==> src/common/movie_timing_pkg.sv <==
// Package: register map, field positions and timing constants for movie timing
package movie_timing_pkg;
	// ----------------------------------------
	// Register offsets and reset values
	// ----------------------------------------
	localparam logic [7:0] OFS_MOVIE_MODE = 8'h02;
	localparam logic [7:0] OFS_FRAME_TIME = 8'h03;
	localparam logic [7:0] OFS_DISP_OPT = 8'h04;
	localparam logic [7:0] OFS_CURRENT = 8'h05;
	localparam logic [7:0] RST_FRAME_TIME = 8'h00;
	localparam logic [7:0] RST_DISP_OPT = 8'h20;
	localparam logic [7:0] RST_CURRENT = 8'h00;
	// ----------------------------------------
	// Field positions
	// ----------------------------------------
	localparam int FT_FADE_BIT = 7;
	localparam int FT_DIR_BIT = 6;
	localparam int FT_BLOCK_BIT = 5;
	localparam int FT_SCROLL_BIT = 4;
	localparam int FT_DELAY_LSB = 0;
	localparam int DO_LOOPS_LSB = 5;
	localparam int DO_BLINK_BIT = 4;
	localparam int DO_SCAN_LSB = 0;
	localparam logic [2:0] LOOPS_ENDLESS = 3'h7;
	localparam logic [3:0] SCAN_MAX = 4'hb;
	// ----------------------------------------
	// Timing
	// ----------------------------------------
	localparam int CLK_HZ = 100_000_000;
	localparam int CLK_NS = 10;
	// One hold step is 32.5 ms, in microseconds times ten
	localparam int HOLD_STEP_US10 = 325_000;
	localparam int HOLD_STEP_CYC = HOLD_STEP_US10 * 100 / CLK_NS;
	localparam int BLINK_SHORT_MS = 1500;
	localparam int BLINK_LONG_MS = 3000;
	localparam int BLINK_SHORT_CYC = BLINK_SHORT_MS * (CLK_HZ / 1000) / 2;
	localparam int BLINK_LONG_CYC = BLINK_LONG_MS * (CLK_HZ / 1000) / 2;
	localparam int REFRESH_HZ = 430;
	localparam int REFRESH_COLS = 12;
	localparam int COL_SLOT_CYC = CLK_HZ / (REFRESH_HZ * REFRESH_COLS);
endpackage : movie_timing_pkg

==> src/rtl/movie_frame_timing_scroll_ctrl.sv <==
// Module: movie frame sequencing, scroll options, blink, scan and current
//
// Functional notes
// - Hold each frame code times 32.5 ms
// - Code zero shows each frame once
// - Bit 7 fades, never in block scroll
// - Bit 6 picks scroll direction left/right
// - Bit 5 selects full or five-LED blocks
// - Bit 4 enables scrolling during movie
// - Loops one to five, seven endless
// - Blink period 1.5 s or 3 s
// - Scan columns zero through limit value, at most 11
// - Fewer scanned columns raise refresh rate
// - Current code drives linear LED current
// - End-last picks first or last final frame
// - Movie starts at start slot, beats picture
`timescale 1ns/100ps
`default_nettype none
module movie_frame_timing_scroll_ctrl (
	input wire logic clk_sys_in,
	input wire logic rst_n_in,
	input wire logic wr_en_in,
	input wire logic [7:0] wr_addr_in,
	input wire logic [7:0] wr_data_in,
	input wire logic [7:0] rd_addr_in,
	input wire logic play_movie_in,
	input wire logic show_picture_in,
	input wire logic [5:0] movie_start_in,
	input wire logic [5:0] picture_frame_in,
	input wire logic [5:0] movie_frames_in,
	input wire logic end_last_in,
	output logic [7:0] rd_data_out,
	output logic [5:0] frame_out,
	output logic frame_valid_out,
	output logic playing_out,
	output logic movie_done_out,
	output logic fade_en_out,
	output logic scroll_en_out,
	output logic scroll_left_out,
	output logic scroll_block_out,
	output logic blink_phase_out,
	output logic [3:0] column_out,
	output logic [7:0] current_code_out
);
	import movie_timing_pkg::*;

	typedef enum logic [1:0] {ST_IDLE, ST_PICTURE, ST_PLAY, ST_DONE} play_e;

	// ----------------------------------------
	// Registers
	// ----------------------------------------
	logic [7:0] frame_time_scroll_ctrl;
	logic [7:0] display_option_ctrl;
	logic [7:0] led_current_level;
	play_e state;
	play_e next_state;
	logic [5:0] frame_idx;
	logic [5:0] next_frame_idx;
	logic [2:0] loops_left;
	logic [2:0] next_loops_left;
	logic [3:0] hold_steps;
	logic [3:0] next_hold_steps;
	logic [3:0] scan_col;
	logic blink_phase;

	function automatic logic [5:0] last_offset(input logic [5:0] count);
		last_offset = (count == 6'h00) ? 6'h00 : count;
	endfunction

	wire wr_ft = wr_en_in && (wr_addr_in == OFS_FRAME_TIME);
	wire wr_do = wr_en_in && (wr_addr_in == OFS_DISP_OPT);
	wire wr_cur = wr_en_in && (wr_addr_in == OFS_CURRENT);

	wire [3:0] hold_code = frame_time_scroll_ctrl[FT_DELAY_LSB +: 4];
	wire [2:0] loops_code = display_option_ctrl[DO_LOOPS_LSB +: 3];
	wire [3:0] scan_code = display_option_ctrl[DO_SCAN_LSB +: 4];
	wire block_mode = frame_time_scroll_ctrl[FT_BLOCK_BIT];
	wire endless = (loops_code == LOOPS_ENDLESS);
	wire loops_valid = (loops_code != 3'h0) && (loops_code != 3'h6);
	wire [5:0] last_idx = last_offset(movie_frames_in);
	wire pass_end = (frame_idx >= last_idx);

	// ----------------------------------------
	// Register writes
	// ----------------------------------------
	always_ff @(posedge clk_sys_in or negedge rst_n_in)
	begin
		if (!rst_n_in)
		begin
			frame_time_scroll_ctrl <= RST_FRAME_TIME;
			display_option_ctrl <= RST_DISP_OPT;
			led_current_level <= RST_CURRENT;
		end
		else
		begin
			if (wr_ft)
				frame_time_scroll_ctrl <= wr_data_in;
			if (wr_do)
				display_option_ctrl <= wr_data_in;
			if (wr_cur)
				led_current_level <= wr_data_in;
		end
	end

	wire [7:0] rd_mux = (rd_addr_in == OFS_FRAME_TIME) ? frame_time_scroll_ctrl :
		(rd_addr_in == OFS_DISP_OPT) ? display_option_ctrl :
		(rd_addr_in == OFS_CURRENT) ? led_current_level : 8'h00;

	// ----------------------------------------
	// Time bases
	// ----------------------------------------
	logic step_tick;
	logic blink_tick;
	logic col_tick;
	wire [31:0] blink_period = display_option_ctrl[DO_BLINK_BIT] ?
		32'(BLINK_LONG_CYC) : 32'(BLINK_SHORT_CYC);
	wire in_play = (state == ST_PLAY);

	tick_divider #(.WIDTH(32)) u_step_div (
		.clk_sys_in(clk_sys_in),
		.rst_n_in(rst_n_in),
		.run_in(in_play && (hold_code != 4'h0)),
		.period_in(32'(HOLD_STEP_CYC)),
		.tick_out(step_tick)
	);

	tick_divider #(.WIDTH(32)) u_blink_div (
		.clk_sys_in(clk_sys_in),
		.rst_n_in(rst_n_in),
		.run_in(1'b1),
		.period_in(blink_period),
		.tick_out(blink_tick)
	);

	// Fixed column slot: fewer columns shorten the scan cycle
	tick_divider #(.WIDTH(32)) u_col_div (
		.clk_sys_in(clk_sys_in),
		.rst_n_in(rst_n_in),
		.run_in(1'b1),
		.period_in(32'(COL_SLOT_CYC)),
		.tick_out(col_tick)
	);

	// ----------------------------------------
	// Frame sequencer
	// ----------------------------------------
	// Zero code advances each clock: every frame shown once, no hold
	wire hold_done = (hold_code == 4'h0) ? 1'b1 :
		(step_tick && (hold_steps + 4'h1 >= hold_code));

	always_comb
	begin
		next_state = state;
		next_frame_idx = frame_idx;
		next_loops_left = loops_left;
		next_hold_steps = hold_steps;
		case (state)
			ST_IDLE, ST_PICTURE, ST_DONE:
			begin
				if (play_movie_in && (state != ST_DONE))
				begin
					next_state = ST_PLAY;
					next_frame_idx = 6'h00;
					next_loops_left = loops_code;
					next_hold_steps = 4'h0;
				end
				else if (!play_movie_in)
					next_state = show_picture_in ? ST_PICTURE : ST_IDLE;
			end
			ST_PLAY:
			begin
				if (!play_movie_in)
					next_state = show_picture_in ? ST_PICTURE : ST_IDLE;
				else if (!loops_valid && !endless)
					next_state = ST_DONE;
				else if (hold_done)
				begin
					next_hold_steps = 4'h0;
					if (!pass_end)
						next_frame_idx = frame_idx + 6'h01;
					else if (endless)
						next_frame_idx = 6'h00;
					else if (loops_left <= 3'h1)
					begin
						next_state = ST_DONE;
						next_frame_idx = end_last_in ? last_idx : 6'h00;
					end
					else
					begin
						next_loops_left = loops_left - 3'h1;
						next_frame_idx = 6'h00;
					end
				end
				else if (step_tick)
					next_hold_steps = hold_steps + 4'h1;
			end
			default:
				next_state = ST_IDLE;
		endcase
	end

	always_ff @(posedge clk_sys_in or negedge rst_n_in)
	begin
		if (!rst_n_in)
		begin
			state <= ST_IDLE;
			frame_idx <= 6'h00;
			loops_left <= 3'h0;
			hold_steps <= 4'h0;
		end
		else
		begin
			state <= next_state;
			frame_idx <= next_frame_idx;
			loops_left <= next_loops_left;
			hold_steps <= next_hold_steps;
		end
	end

	// ----------------------------------------
	// Scan and blink
	// ----------------------------------------
	always_ff @(posedge clk_sys_in or negedge rst_n_in)
	begin
		if (!rst_n_in)
		begin
			scan_col <= 4'h0;
			blink_phase <= 1'b0;
		end
		else
		begin
			if (col_tick)
				scan_col <= (scan_col >= scan_code || scan_col >= SCAN_MAX) ?
					4'h0 : scan_col + 4'h1;
			if (blink_tick)
				blink_phase <= ~blink_phase;
		end
	end

	// ----------------------------------------
	// Outputs
	// ----------------------------------------
	wire [5:0] shown = (state == ST_PICTURE) ? picture_frame_in :
		movie_start_in + frame_idx;

	always_ff @(posedge clk_sys_in or negedge rst_n_in)
	begin
		if (!rst_n_in)
		begin
			rd_data_out <= 8'h00;
			frame_out <= 6'h00;
			frame_valid_out <= 1'b0;
			playing_out <= 1'b0;
			movie_done_out <= 1'b0;
			fade_en_out <= 1'b0;
			scroll_en_out <= 1'b0;
			scroll_left_out <= 1'b0;
			scroll_block_out <= 1'b0;
			blink_phase_out <= 1'b0;
			column_out <= 4'h0;
			current_code_out <= 8'h00;
		end
		else
		begin
			rd_data_out <= rd_mux;
			frame_out <= shown;
			frame_valid_out <= (state != ST_IDLE);
			playing_out <= in_play;
			movie_done_out <= (state == ST_DONE);
			fade_en_out <= frame_time_scroll_ctrl[FT_FADE_BIT] &&
				!block_mode;
			scroll_en_out <= frame_time_scroll_ctrl[FT_SCROLL_BIT] &&
				in_play;
			scroll_left_out <= frame_time_scroll_ctrl[FT_DIR_BIT];
			scroll_block_out <= block_mode;
			blink_phase_out <= blink_phase;
			column_out <= scan_col;
			current_code_out <= led_current_level;
		end
	end
endmodule // movie_frame_timing_scroll_ctrl
`default_nettype wire

==> src/rtl/tick_divider.sv <==
// Module: programmable divider producing a one-cycle enable pulse
`timescale 1ns/100ps
`default_nettype none
module tick_divider #(
	parameter int WIDTH = 32
) (
	input wire logic clk_sys_in,
	input wire logic rst_n_in,
	input wire logic run_in,
	input wire logic [WIDTH-1:0] period_in,
	output logic tick_out
);
	logic [WIDTH-1:0] count;
	wire last_count = (count >= period_in - WIDTH'(1));

	// Refuse a counter too narrow to divide at all
	if (WIDTH < 2)
	begin : g_width_check
		$error("tick_divider WIDTH too small");
	end

	always_ff @(posedge clk_sys_in or negedge rst_n_in)
	begin
		if (!rst_n_in)
		begin
			count <= '0;
			tick_out <= 1'b0;
		end
		else if (!run_in)
		begin
			count <= '0;
			tick_out <= 1'b0;
		end
		else
		begin
			count <= last_count ? '0 : count + WIDTH'(1);
			tick_out <= last_count;
		end
	end
endmodule // tick_divider
`default_nettype wire

==> config.mk <==
export PLATFORM = sky130hd
export DESIGN_NAME = movie_frame_timing_scroll_ctrl
export DESIGN_NICKNAME = d
export VERILOG_FILES = /design/src/common/movie_timing_pkg.sv /design/src/rtl/movie_frame_timing_scroll_ctrl.sv /design/src/rtl/tick_divider.sv
export SDC_FILE = /design/constraint.sdc
export NUM_CORES = 1
export LEC_CHECK = 0
export ABC_AREA = 0
export BUFFER_PORTS_ARGS = -buffer_cell sky130_fd_sc_hd__buf_2
export CORE_ASPECT_RATIO = 1.4
export CORE_UTILIZATION = 24
export DETAILED_ROUTE_END_ITERATION = 10
export GPL_TIMING_DRIVEN = 0
export SYNTH_ARGS = -nofsm -noshare
export SYNTH_HDL_FRONTEND = slang
export SYNTH_SLANG_ARGS = --single-unit
==> constraint.sdc <==
create_clock -name clk_sys_in -period 7.8 [get_ports clk_sys_in]
set_input_delay 0.39 -clock clk_sys_in [delete_from_list [all_inputs] [get_ports clk_sys_in]]
set_output_delay 0.39 -clock clk_sys_in [all_outputs]
set_load 0.05 [all_outputs]
==> flow_metrics.tcl, run 1 <==
set metrics [dict create \
    outcome "finished clean" \
    p_leak_nw 4.44 \
    slew_violations 0 \
    critPathCaptureType "flop" \
    dieHeight_um 219 \
    antenna_cells 0 \
    ir_drop_mv 0.158 \
    fin_area_sq_um 9790 \
    reg2regPathDepth 11 \
    mostFrequentLayoutCell "dfrtp_1" \
    timing.fmax_ghz 0.363 \
    die_x_um 157 \
    crit_fanout 10 \
    synth_top_family_by_area "simple AND/OR/NAND/NOR gates" \
    clock-skew-final_ns 0.0125 \
    drive_gt1_share_pct 18.0 \
    hold_start "picture_frame_in[4]" \
    synth_edf_count 0 \
    worst_slew_pin_slew_ns 0.860 \
    worstSetupPathType "reg -> reg" \
    finalHoldWorstSlack_ns 0.187 \
    dr.pass1.iters 4 \
    seq_area_frac_synth_pct 54.8 \
    synth_cells 735 \
    ys.flop_type "dfrtp_1" \
    rsz0062_at_grt "no" \
    grt.overflow.total 0 \
    fin_crit_sh_pct 35.3 \
    netlist_area_sq_um 8080 \
    rows 79 \
    synth_fa_ha_area_share_pct 6.28 \
    wirelength_um 16200 \
    synth_top_area_share_pct 54.5 \
    cts_tree "done" \
    gp_congestion 0.806 \
    core-area_sq_um 33200 \
    routed-via-count 5629 \
    clock_latency_ns 0.44 \
    synth_area_leaders "dfrtp_1 54%, ha_1 6.0%, nor2_1 4.3%, xor2_1 3.9%, mux2_2 3.8%" \
    grt_pass1_vias 5753 \
    yosysTopAreaCell "dfrtp_1" \
    ys_warn_count 0 \
    setup_ws_ns 5.05 \
    tritoncts.num_buffers 17 \
    total_power_mw 2.00 \
    fin_tns_setup_ns 0 \
    start_util_pct 24.3 \
    hold_path_end "frame_out[4]" \
    viasPerCell 4.25 \
    yosys.area_share.simple_pct 16.5 \
    cts-root-buf "clkbuf_16" \
    synth_area_per_cell_sq_um 11.0 \
    synth_compound_area_share_pct 7.43 \
    place_ws_ns 5.01 \
    holdPathStages 2 \
    drcViolationCount 0 \
    fin_crit_ns 2.75 \
    synth.distinct_cells 62 \
    grt_usage_pct 9.92 \
    antenna_found_initial 0 \
    hold_class "in -> reg" \
    r2r_slack_ns 5.05 \
    post-cts-setup-buffer-count 0 \
    fillers 3509 \
    dp_hpwl_um 12000 \
    io_buffers 80 \
    power_density_nw_per_um2 204 \
    synth_mux_area_share_pct 5.00 \
    synth_xor_area_share_pct 7.37 \
    cts_sinks 177 \
    layout.nets 953 \
    finalHoldViolCount 0 \
    clk_pin_slew_ns 0.07 \
    r2r-start "hold_steps[0]" \
    critPathLaunchType "flop" \
    ys_ff_latch 177 \
    synthArstFlopShare_pct 100 \
    htree_levels 4 \
    placed_area_sq_um 9190 \
    grt_max_degree 101 \
    r2r_end "frame_idx[1]" \
    ant_nets 0 \
    mostFrequentLayoutCells "176 x dfrtp_1, 92 x nor2_1, 82 x buf_2" \
    wl_per_cell_um 12.2 \
    final-setup-viol-count 0 \
    fp.dieArea_sq_um 34400 \
    drv_cap 0 \
    clockBufferDepth 2 \
    arrival_ns 3.10 \
    ios 82 \
    syn_to_final_growth_pct 21.1 \
    grt_pass1_wl_um 27000 \
    slew_headroom_pct 42.2 \
    cp_data_required_time_ns 8.15 \
    dr.first_iter.drc_count 201 \
]
metrics by stage:
step / std cells / utilization, %
finish: 1323 / 29.5
floorplan: 764 / -
detailed placement: 1290 / 27.7
global route: 1323 / 29.5
global placement: 1289 / 27.5
CTS: 1323 / 29.5
flip-flops by register name (all words and copies together), names as in the netlist, 2 cells and up:
name,cells
state,2
led_current_level,8
loops_left,3
u_blink_div.count,32
display_option_ctrl,8
u_col_div.count,32
hold_steps,4
frame_out,6
current_code_out,8
frame_time_scroll_ctrl,8
scan_col,4
frame_idx,6
rd_data_out,8
u_step_div.count,32
column_out,4
kinds of logic after synthesis:
kind of cell / Yosys count
AND/OR/NAND/NOR: 269
flip-flops: 177
AO/OA/AOI/OAI: 92
XOR/XNOR: 68
buffers and inverters: 51
adder cells (fa/ha/maj): 40
multiplexers: 37
other: 1
layout make-up:
| type | count | area [sq um] | area share (%) |
|---|---|---|---|
| Sequential cell | 177 | 4430 | 45.3 |
| Multi-Input combinational cell | 536 | 3560 | 36.3 |
| Tap cell | 445 | 557 | 5.69 |
| Timing Repair Buffer | 82 | 448 | 4.58 |
| Clock buffer | 17 | 425 | 4.35 |
| Clock inverter | 15 | 159 | 1.62 |
| Inverter | 36 | 135 | 1.38 |
| Buffer | 15 | 75.1 | 0.767 |
worst max path at each step:
stage,slack (ns),endpoint,depth (start not counted),startpoint
floorplan,5.32,loops_left[0],11,hold_steps[0]
global placement,3.48,u_blink_div.count[4],1,rst_n_in
detailed placement,5.01,u_blink_div.count[21],8,display_option_ctrl[4]
CTS,4.99,u_blink_div.count[21],8,display_option_ctrl[4]
global route,4.75,frame_idx[1],11,hold_steps[0]
finish,5.05,frame_idx[1],11,hold_steps[0]
worst max-delay path, cell delays in order, from the launching register on:
cell	delay [ns]
dfrtp_1	0.42
ha_1	0.22
nor2b_1	0.13
or2_2	0.29
ha_1	0.29
nand2_1	0.04
o21ai_0	0.30
a31o_2	0.26
and2_1	0.12
buf_2	0.20
nand2_1	0.17
o22ai_1	0.21
repair_timing:
| item | 4_1_cts | 5_1_grt |
|---|---|---|
| hold endpoints to repair | 77 | 0 |
| gates resized for setup | 0 | 0 |
| hold buffers | 1 | 0 |
cells in the mapped netlist, types with 6 or more instances:
library cell and number:
mux2i_1 10, nor4_1 13, nor3_1 13, xor2_1 36, nand3_1 27, mux2_2 27, and3_1 13, inv_1 35
o21ai_0 26, nand2_1 48, dfrtp_1 176, ha_1 39, xnor2_1 32, a21o_1 6, nor2_1 92, and2_1 6
nand4_1 18, clkbuf_1 10, nand2b_1 6, a21oi_1 21
metal layers:
metal	global-route usage (%)	wire (um)
met5	0	0
met4	4.08	320
met3	2.03	514
met2	18.7	8690
met1	10.6	6650
report_power, final:
group | internal, mW | switching (mW)
Clock | 0.455 | 0.390
Sequential | 0.953 | 0.0227
Combinational | 0.0582 | 0.119
Total | 1.47 | 0.532
Note: power is estimated with default switching activity, not from simulation.
==> inputs of run 2 (changes only) <==
Clock period 7.8 ns to 2.3 ns, I/O delays scaled along.
==> run 2 against run 1 <==
  * Maximum frequency up 23%
  * Utilization up 1.6 points
  * Non-clock buffer count up 36
  * Critical endpoint is now u_blink_div.count[26]
==> flow_metrics.tcl, run 2 (synthesis gave the netlist of run 1 again) <==
set metrics [dict create \
    outcome "finished clean" \
    fin_crit_sh_pct 97.5 \
    critPathCaptureType "flop" \
    tritoncts.num_buffers 17 \
    ant_nets 0 \
    slew_headroom_pct 35.2 \
    core-area_sq_um 33200 \
    grt_pass1_wl_um 27700 \
    clk_pin_slew_ns 0.08 \
    cts_tree "done" \
    worst_slew_pin_slew_ns 0.964 \
    power_density_nw_per_um2 666 \
    fin_crit_ns 2.24 \
    clockBufferDepth 2 \
    drv_cap 0 \
    ir_drop_mv 0.412 \
    cp_data_required_time_ns 2.68 \
    wl_per_cell_um 12.3 \
    dr.first_iter.drc_count 246 \
    place_ws_ns -0.587 \
    instances_no_fill 1360 \
    fp.dieArea_sq_um 34400 \
    path_cells "clkinvlp_4, buf_6, ha_4, nand4_1, nor3_2, a221o_1, a31oi_4, o21bai_4, buf_4, nor2_2" \
    crit_fanout 6 \
    gp_congestion 0.802 \
    crit_path_top_delay_cell "dfrtp_2" \
    die_x_um 157 \
    syn_to_final_growth_pct 27.7 \
    critPathBufInv 3 \
    hold_class "in -> reg" \
    setup_ws_ns 0.0579 \
    antenna_cells 0 \
    dp_cells 1290 \
    top_regs "u_blink_div.count x32, u_col_div.count x32, u_step_div.count x32" \
    rsz0062_at_grt "yes" \
    worstSetupPathType "reg -> reg" \
    max_stage_delay_ns 0.44 \
    clock-skew-final_ns 0.0118 \
    mostFrequentLayoutCells "175 x dfrtp_1, 87 x nor2_1, 82 x buf_2" \
    mostFrequentLayoutCell "dfrtp_1" \
    cts_sinks 177 \
    critPathLaunchType "flop" \
    ios 82 \
    grt.overflow.total 0 \
    hold_start "movie_start_in[0]" \
    clock_latency_ns 0.44 \
    drcViolationCount 0 \
    cts-root-buf "clkbuf_16" \
    wirelength_um 16800 \
    viasPerCell 4.29 \
    critPathTopFamily "compound AO/OA/AOI/OAI gates" \
    start_util_pct 24.3 \
    rows 79 \
    reg2regPathDepth 10 \
    timing.fmax_ghz 0.446 \
    r2r_slack_ns 0.06 \
    r2r_end "u_blink_div.count[26]" \
    grt_usage_pct 10.1 \
    arrival_ns 2.62 \
    grt_pass1_vias 5806 \
    antenna_found_initial 0 \
    r2r-start "display_option_ctrl[4]" \
    fin_util_pct 31.1 \
    holdPathStages 3 \
    p_leak_nw 4.64 \
    dieHeight_um 219 \
    final-setup-viol-count 0 \
    finalHoldViolCount 0 \
    grt_max_degree 111 \
    layout.nets 990 \
    dr.pass1.iters 4 \
    drive_gt1_share_pct 21.9 \
    fillers 3416 \
    dp_hpwl_um 11700 \
    htree_levels 4 \
    hold_path_end "frame_out[0]" \
    routed-via-count 5830 \
    slew_violations 0 \
    io_buffers 80 \
]
-- run 2: stage by stage --
step / cell area, sq um / hold WS [ns] / power (mW) / TNS, ns
floorplan: 8210 / -0.181 / 3.73 / 0
global placement: 9170 / 0.349 / 3.96 / -315.72
global route: 10300 / 0.0489 / 7.17 / -0.829
CTS: 10100 / 0.0327 / 6.94 / 0
detailed placement: 9210 / 0.0994 / 3.98 / -15.62
finish: 10300 / 0.0484 / 6.87 / 0
-- run 2: worst register-to-register path, cell delays in order, from the launching register on --
cell and delay [ns]:
dfrtp_2 0.44, clkinvlp_4 0.21, buf_6 0.18, ha_4 0.23, nand4_1 0.08, nor3_2 0.04, a221o_1 0.40, a31oi_4 0.22
o21bai_4 0.11, buf_4 0.17, nor2_2 0.10
-- run 2: area by class of cell --
type | instances | area, sq um | area share, %
Tap cell | 445 | 557 | 5.39
Clock buffer | 17 | 425 | 4.12
Multi-Input combinational cell | 537 | 3740 | 36.2
Inverter | 36 | 139 | 1.35
Sequential cell | 177 | 4430 | 42.9
Buffer | 13 | 67.6 | 0.654
Timing Repair Buffer | 120 | 790 | 7.65
Clock inverter | 15 | 179 | 1.73
-- run 2: how the worst max path moves through the flow --
stage,from,end,cells after the start
global route,display_option_ctrl[4],u_blink_div.count[26],10
floorplan,hold_steps[0],loops_left[0],11
detailed placement,display_option_ctrl[4],u_blink_div.count[23],8
finish,display_option_ctrl[4],u_blink_div.count[26],10
global placement,rst_n_in,scan_col[1],1
CTS,hold_steps[1],loops_left[1],10
-- run 2: metal layers --
layer | share of wire [%] | GRT usage (%) | vias up
met5 | 0 | 0 | -
li1 | - | - | 2866
met4 | 2.1 | 4.72 | 0
met1 | 44 | 11.8 | 2841
met3 | 2.8 | 1.94 | 27
met2 | 51 | 17.7 | 96
-- run 2: repair_timing --
item                                    4_1_cts  5_1_grt
hold buffers                                 22        0
cloned                                        0        2
endpoints found under the setup margin       48       67
pin swaps                                     2        9
gates resized for setup                       8       33
buffers inserted                              7        9
endpoints found under the hold margin       103        0
-- run 2: report_power, final --
group	internal [mW]	switching, mW
logic	0.241	0.424
clock network	1.48	1.42
registers	3.23	0.0751
==> inputs of run 3 (changes only) <==
Clock period 2.3 ns to 2.13 ns, I/O delays scaled along.
==> run 3 against run 2 <==
  * The flow now finishes with violations (setup timing)
  * Via count up 0.94%
  * Critical path type unchanged
  * Sequential cell count unchanged
  * Clock power up 3%
  * Final cell count up 0.29%
  * Sequential power up 7.9%
==> flow_metrics.tcl, run 3 (synthesis gave the netlist of run 1 again) <==
set metrics [dict create \
    antenna_cells 0 \
    cts-root-buf "clkbuf_16" \
    mostFrequentLayoutCells "174 x dfrtp_1, 83 x nor2_1, 81 x buf_2" \
    outcome "finished with violations" \
    grt_pass1_vias 5835 \
    routed-via-count 5885 \
    io_buffers 80 \
    drive_gt1_share_pct 25.8 \
    critPathCaptureType "flop" \
    clockBufferDepth 2 \
    top_regs "u_blink_div.count x32, u_col_div.count x32, u_step_div.count x32" \
    grt_usage_pct 10.2 \
    fillers 3418 \
    hold_class "in -> reg" \
    crit_fanout 5 \
    worstSetupPathType "reg -> reg" \
    dr.pass1.iters 5 \
    syn_to_final_growth_pct 31.0 \
    power_density_nw_per_um2 692 \
    dieHeight_um 219 \
    wl_per_cell_um 12.4 \
    p_leak_nw 4.70 \
    core-area_sq_um 33200 \
    die_x_um 157 \
    clock-skew-final_ns 0.00901 \
    r2r-start "hold_steps[0]" \
    fin_tns_setup_ns -3.16 \
    rsz0062_at_grt "yes" \
    grt.overflow.total 0 \
    dr.first_iter.drc_count 174 \
    startpoint "hold_steps[0]" \
    drv_cap 0 \
    fin_crit_sh_pct 107 \
    critPathLaunchType "flop" \
    final-setup-viol-count 34 \
    timing.fmax_ghz 0.439 \
    antenna_found_initial 0 \
    rows 79 \
    fin_crit_ns 2.28 \
    ios 82 \
    violations "setup timing" \
    dp_hpwl_um 11600 \
    ir_drop_mv 0.453 \
    drcViolationCount 0 \
    grt_pass1_wl_um 27700 \
    start_util_pct 24.3 \
    clock_latency_ns 0.43 \
    tritoncts.num_buffers 17 \
    cts_tree "done" \
    fp.dieArea_sq_um 34400 \
    clk_pin_slew_ns 0.07 \
    cp_data_required_time_ns 2.44 \
    placed_area_sq_um 9230 \
    cts_sinks 177 \
    ant_nets 0 \
    slew_headroom_pct 41.7 \
    fin_area_sq_um 10600 \
    arrival_ns 2.59 \
    gp_congestion 0.837 \
    viasPerCell 4.31 \
    mostFrequentLayoutCell "dfrtp_1" \
    finalHoldViolCount 0 \
    grt_max_degree 116 \
    r2r_slack_ns -0.15 \
    layout.nets 994 \
    wirelength_um 16900 \
    htree_levels 4 \
    hold_start "movie_frames_in[2]" \
    slew_violations 0 \
    setup_ws_ns -0.150 \
    worst_slew_pin_slew_ns 0.867 \
]
-- run 3: power breakdown --
part	total (mW)	switching (mW)	internal [mW]
sequential	3.57	0.0776	3.49
combinational	0.769	0.484	0.285
clock	2.99	1.44	1.55
-- run 3: path summary, 6_finish.rpt --
path / end / depth (start not counted)
worst max-delay path: loops_left[0] / 10
worst min-delay path: frame_idx[2] / 3
worst max register to register: loops_left[0] / 10
worst min register to register: scroll_left_out / 0
max in group asynchronous: display_option_ctrl[2] / 3
min in group asynchronous: frame_out[1] / 2
-- run 3: what timing repair did --
| action | 4_1_cts | 5_1_grt |
|---|---|---|
| endpoints found under the hold margin | 98 | 0 |
| setup buffers | 14 | 7 |
| cloned | 2 | 0 |
| gates resized for setup | 44 | 52 |
| hold buffers | 21 | 0 |
| pin swaps | 17 | 17 |
| setup endpoints to repair | 75 | 80 |
-- run 3: worst max-delay path: stages, from the launching register on --
cell	delay (ns)
dfrtp_1	0.38
ha_2	0.19
nor2b_4	0.13
or2_4	0.23
ha_4	0.24
a21oi_4	0.16
o21ai_4	0.08
a31o_4	0.23
and2_4	0.18
o21a_1	0.13
o22a_1	0.21
-- run 3: cell type report --
type | instances | area, sq um | share of cell area, %
sequential | 177 | 4430 | 41.9
multi-input combinational | 537 | 3970 | 37.5
timing repair buffer | 124 | 848 | 8.01
tap | 445 | 557 | 5.26
clock buffer | 18 | 429 | 4.05
clock inverter | 14 | 141 | 1.33
inverter | 36 | 139 | 1.31
buffer | 13 | 70.1 | 0.662
-- run 3: metal layers --
metal	part of all wire, %	GRT usage (%)	up-vias
li1	-	-	2862
met1	41	11.1	2901
met2	54	18.5	94
met3	2.7	1.99	28
met4	2.7	5.08	0
met5	0	0	-
-- run 3: metrics by stage --
stage	std cells	setup slack, ns	util (%)	hold slack (ns)	power (mW)
final	1364	-0.150	31.9	0.0167	7.33
after CTS	1357	-0.130	31.0	0.00390	7.40
after floorplan	764	-0.0724	-	-0.189	4.03
after global routing	1364	-0.267	31.9	0.00563	7.65
after detailed placement	1290	-0.773	27.8	0.0653	4.30
after global placement	1289	-1.89	27.7	0.341	4.27
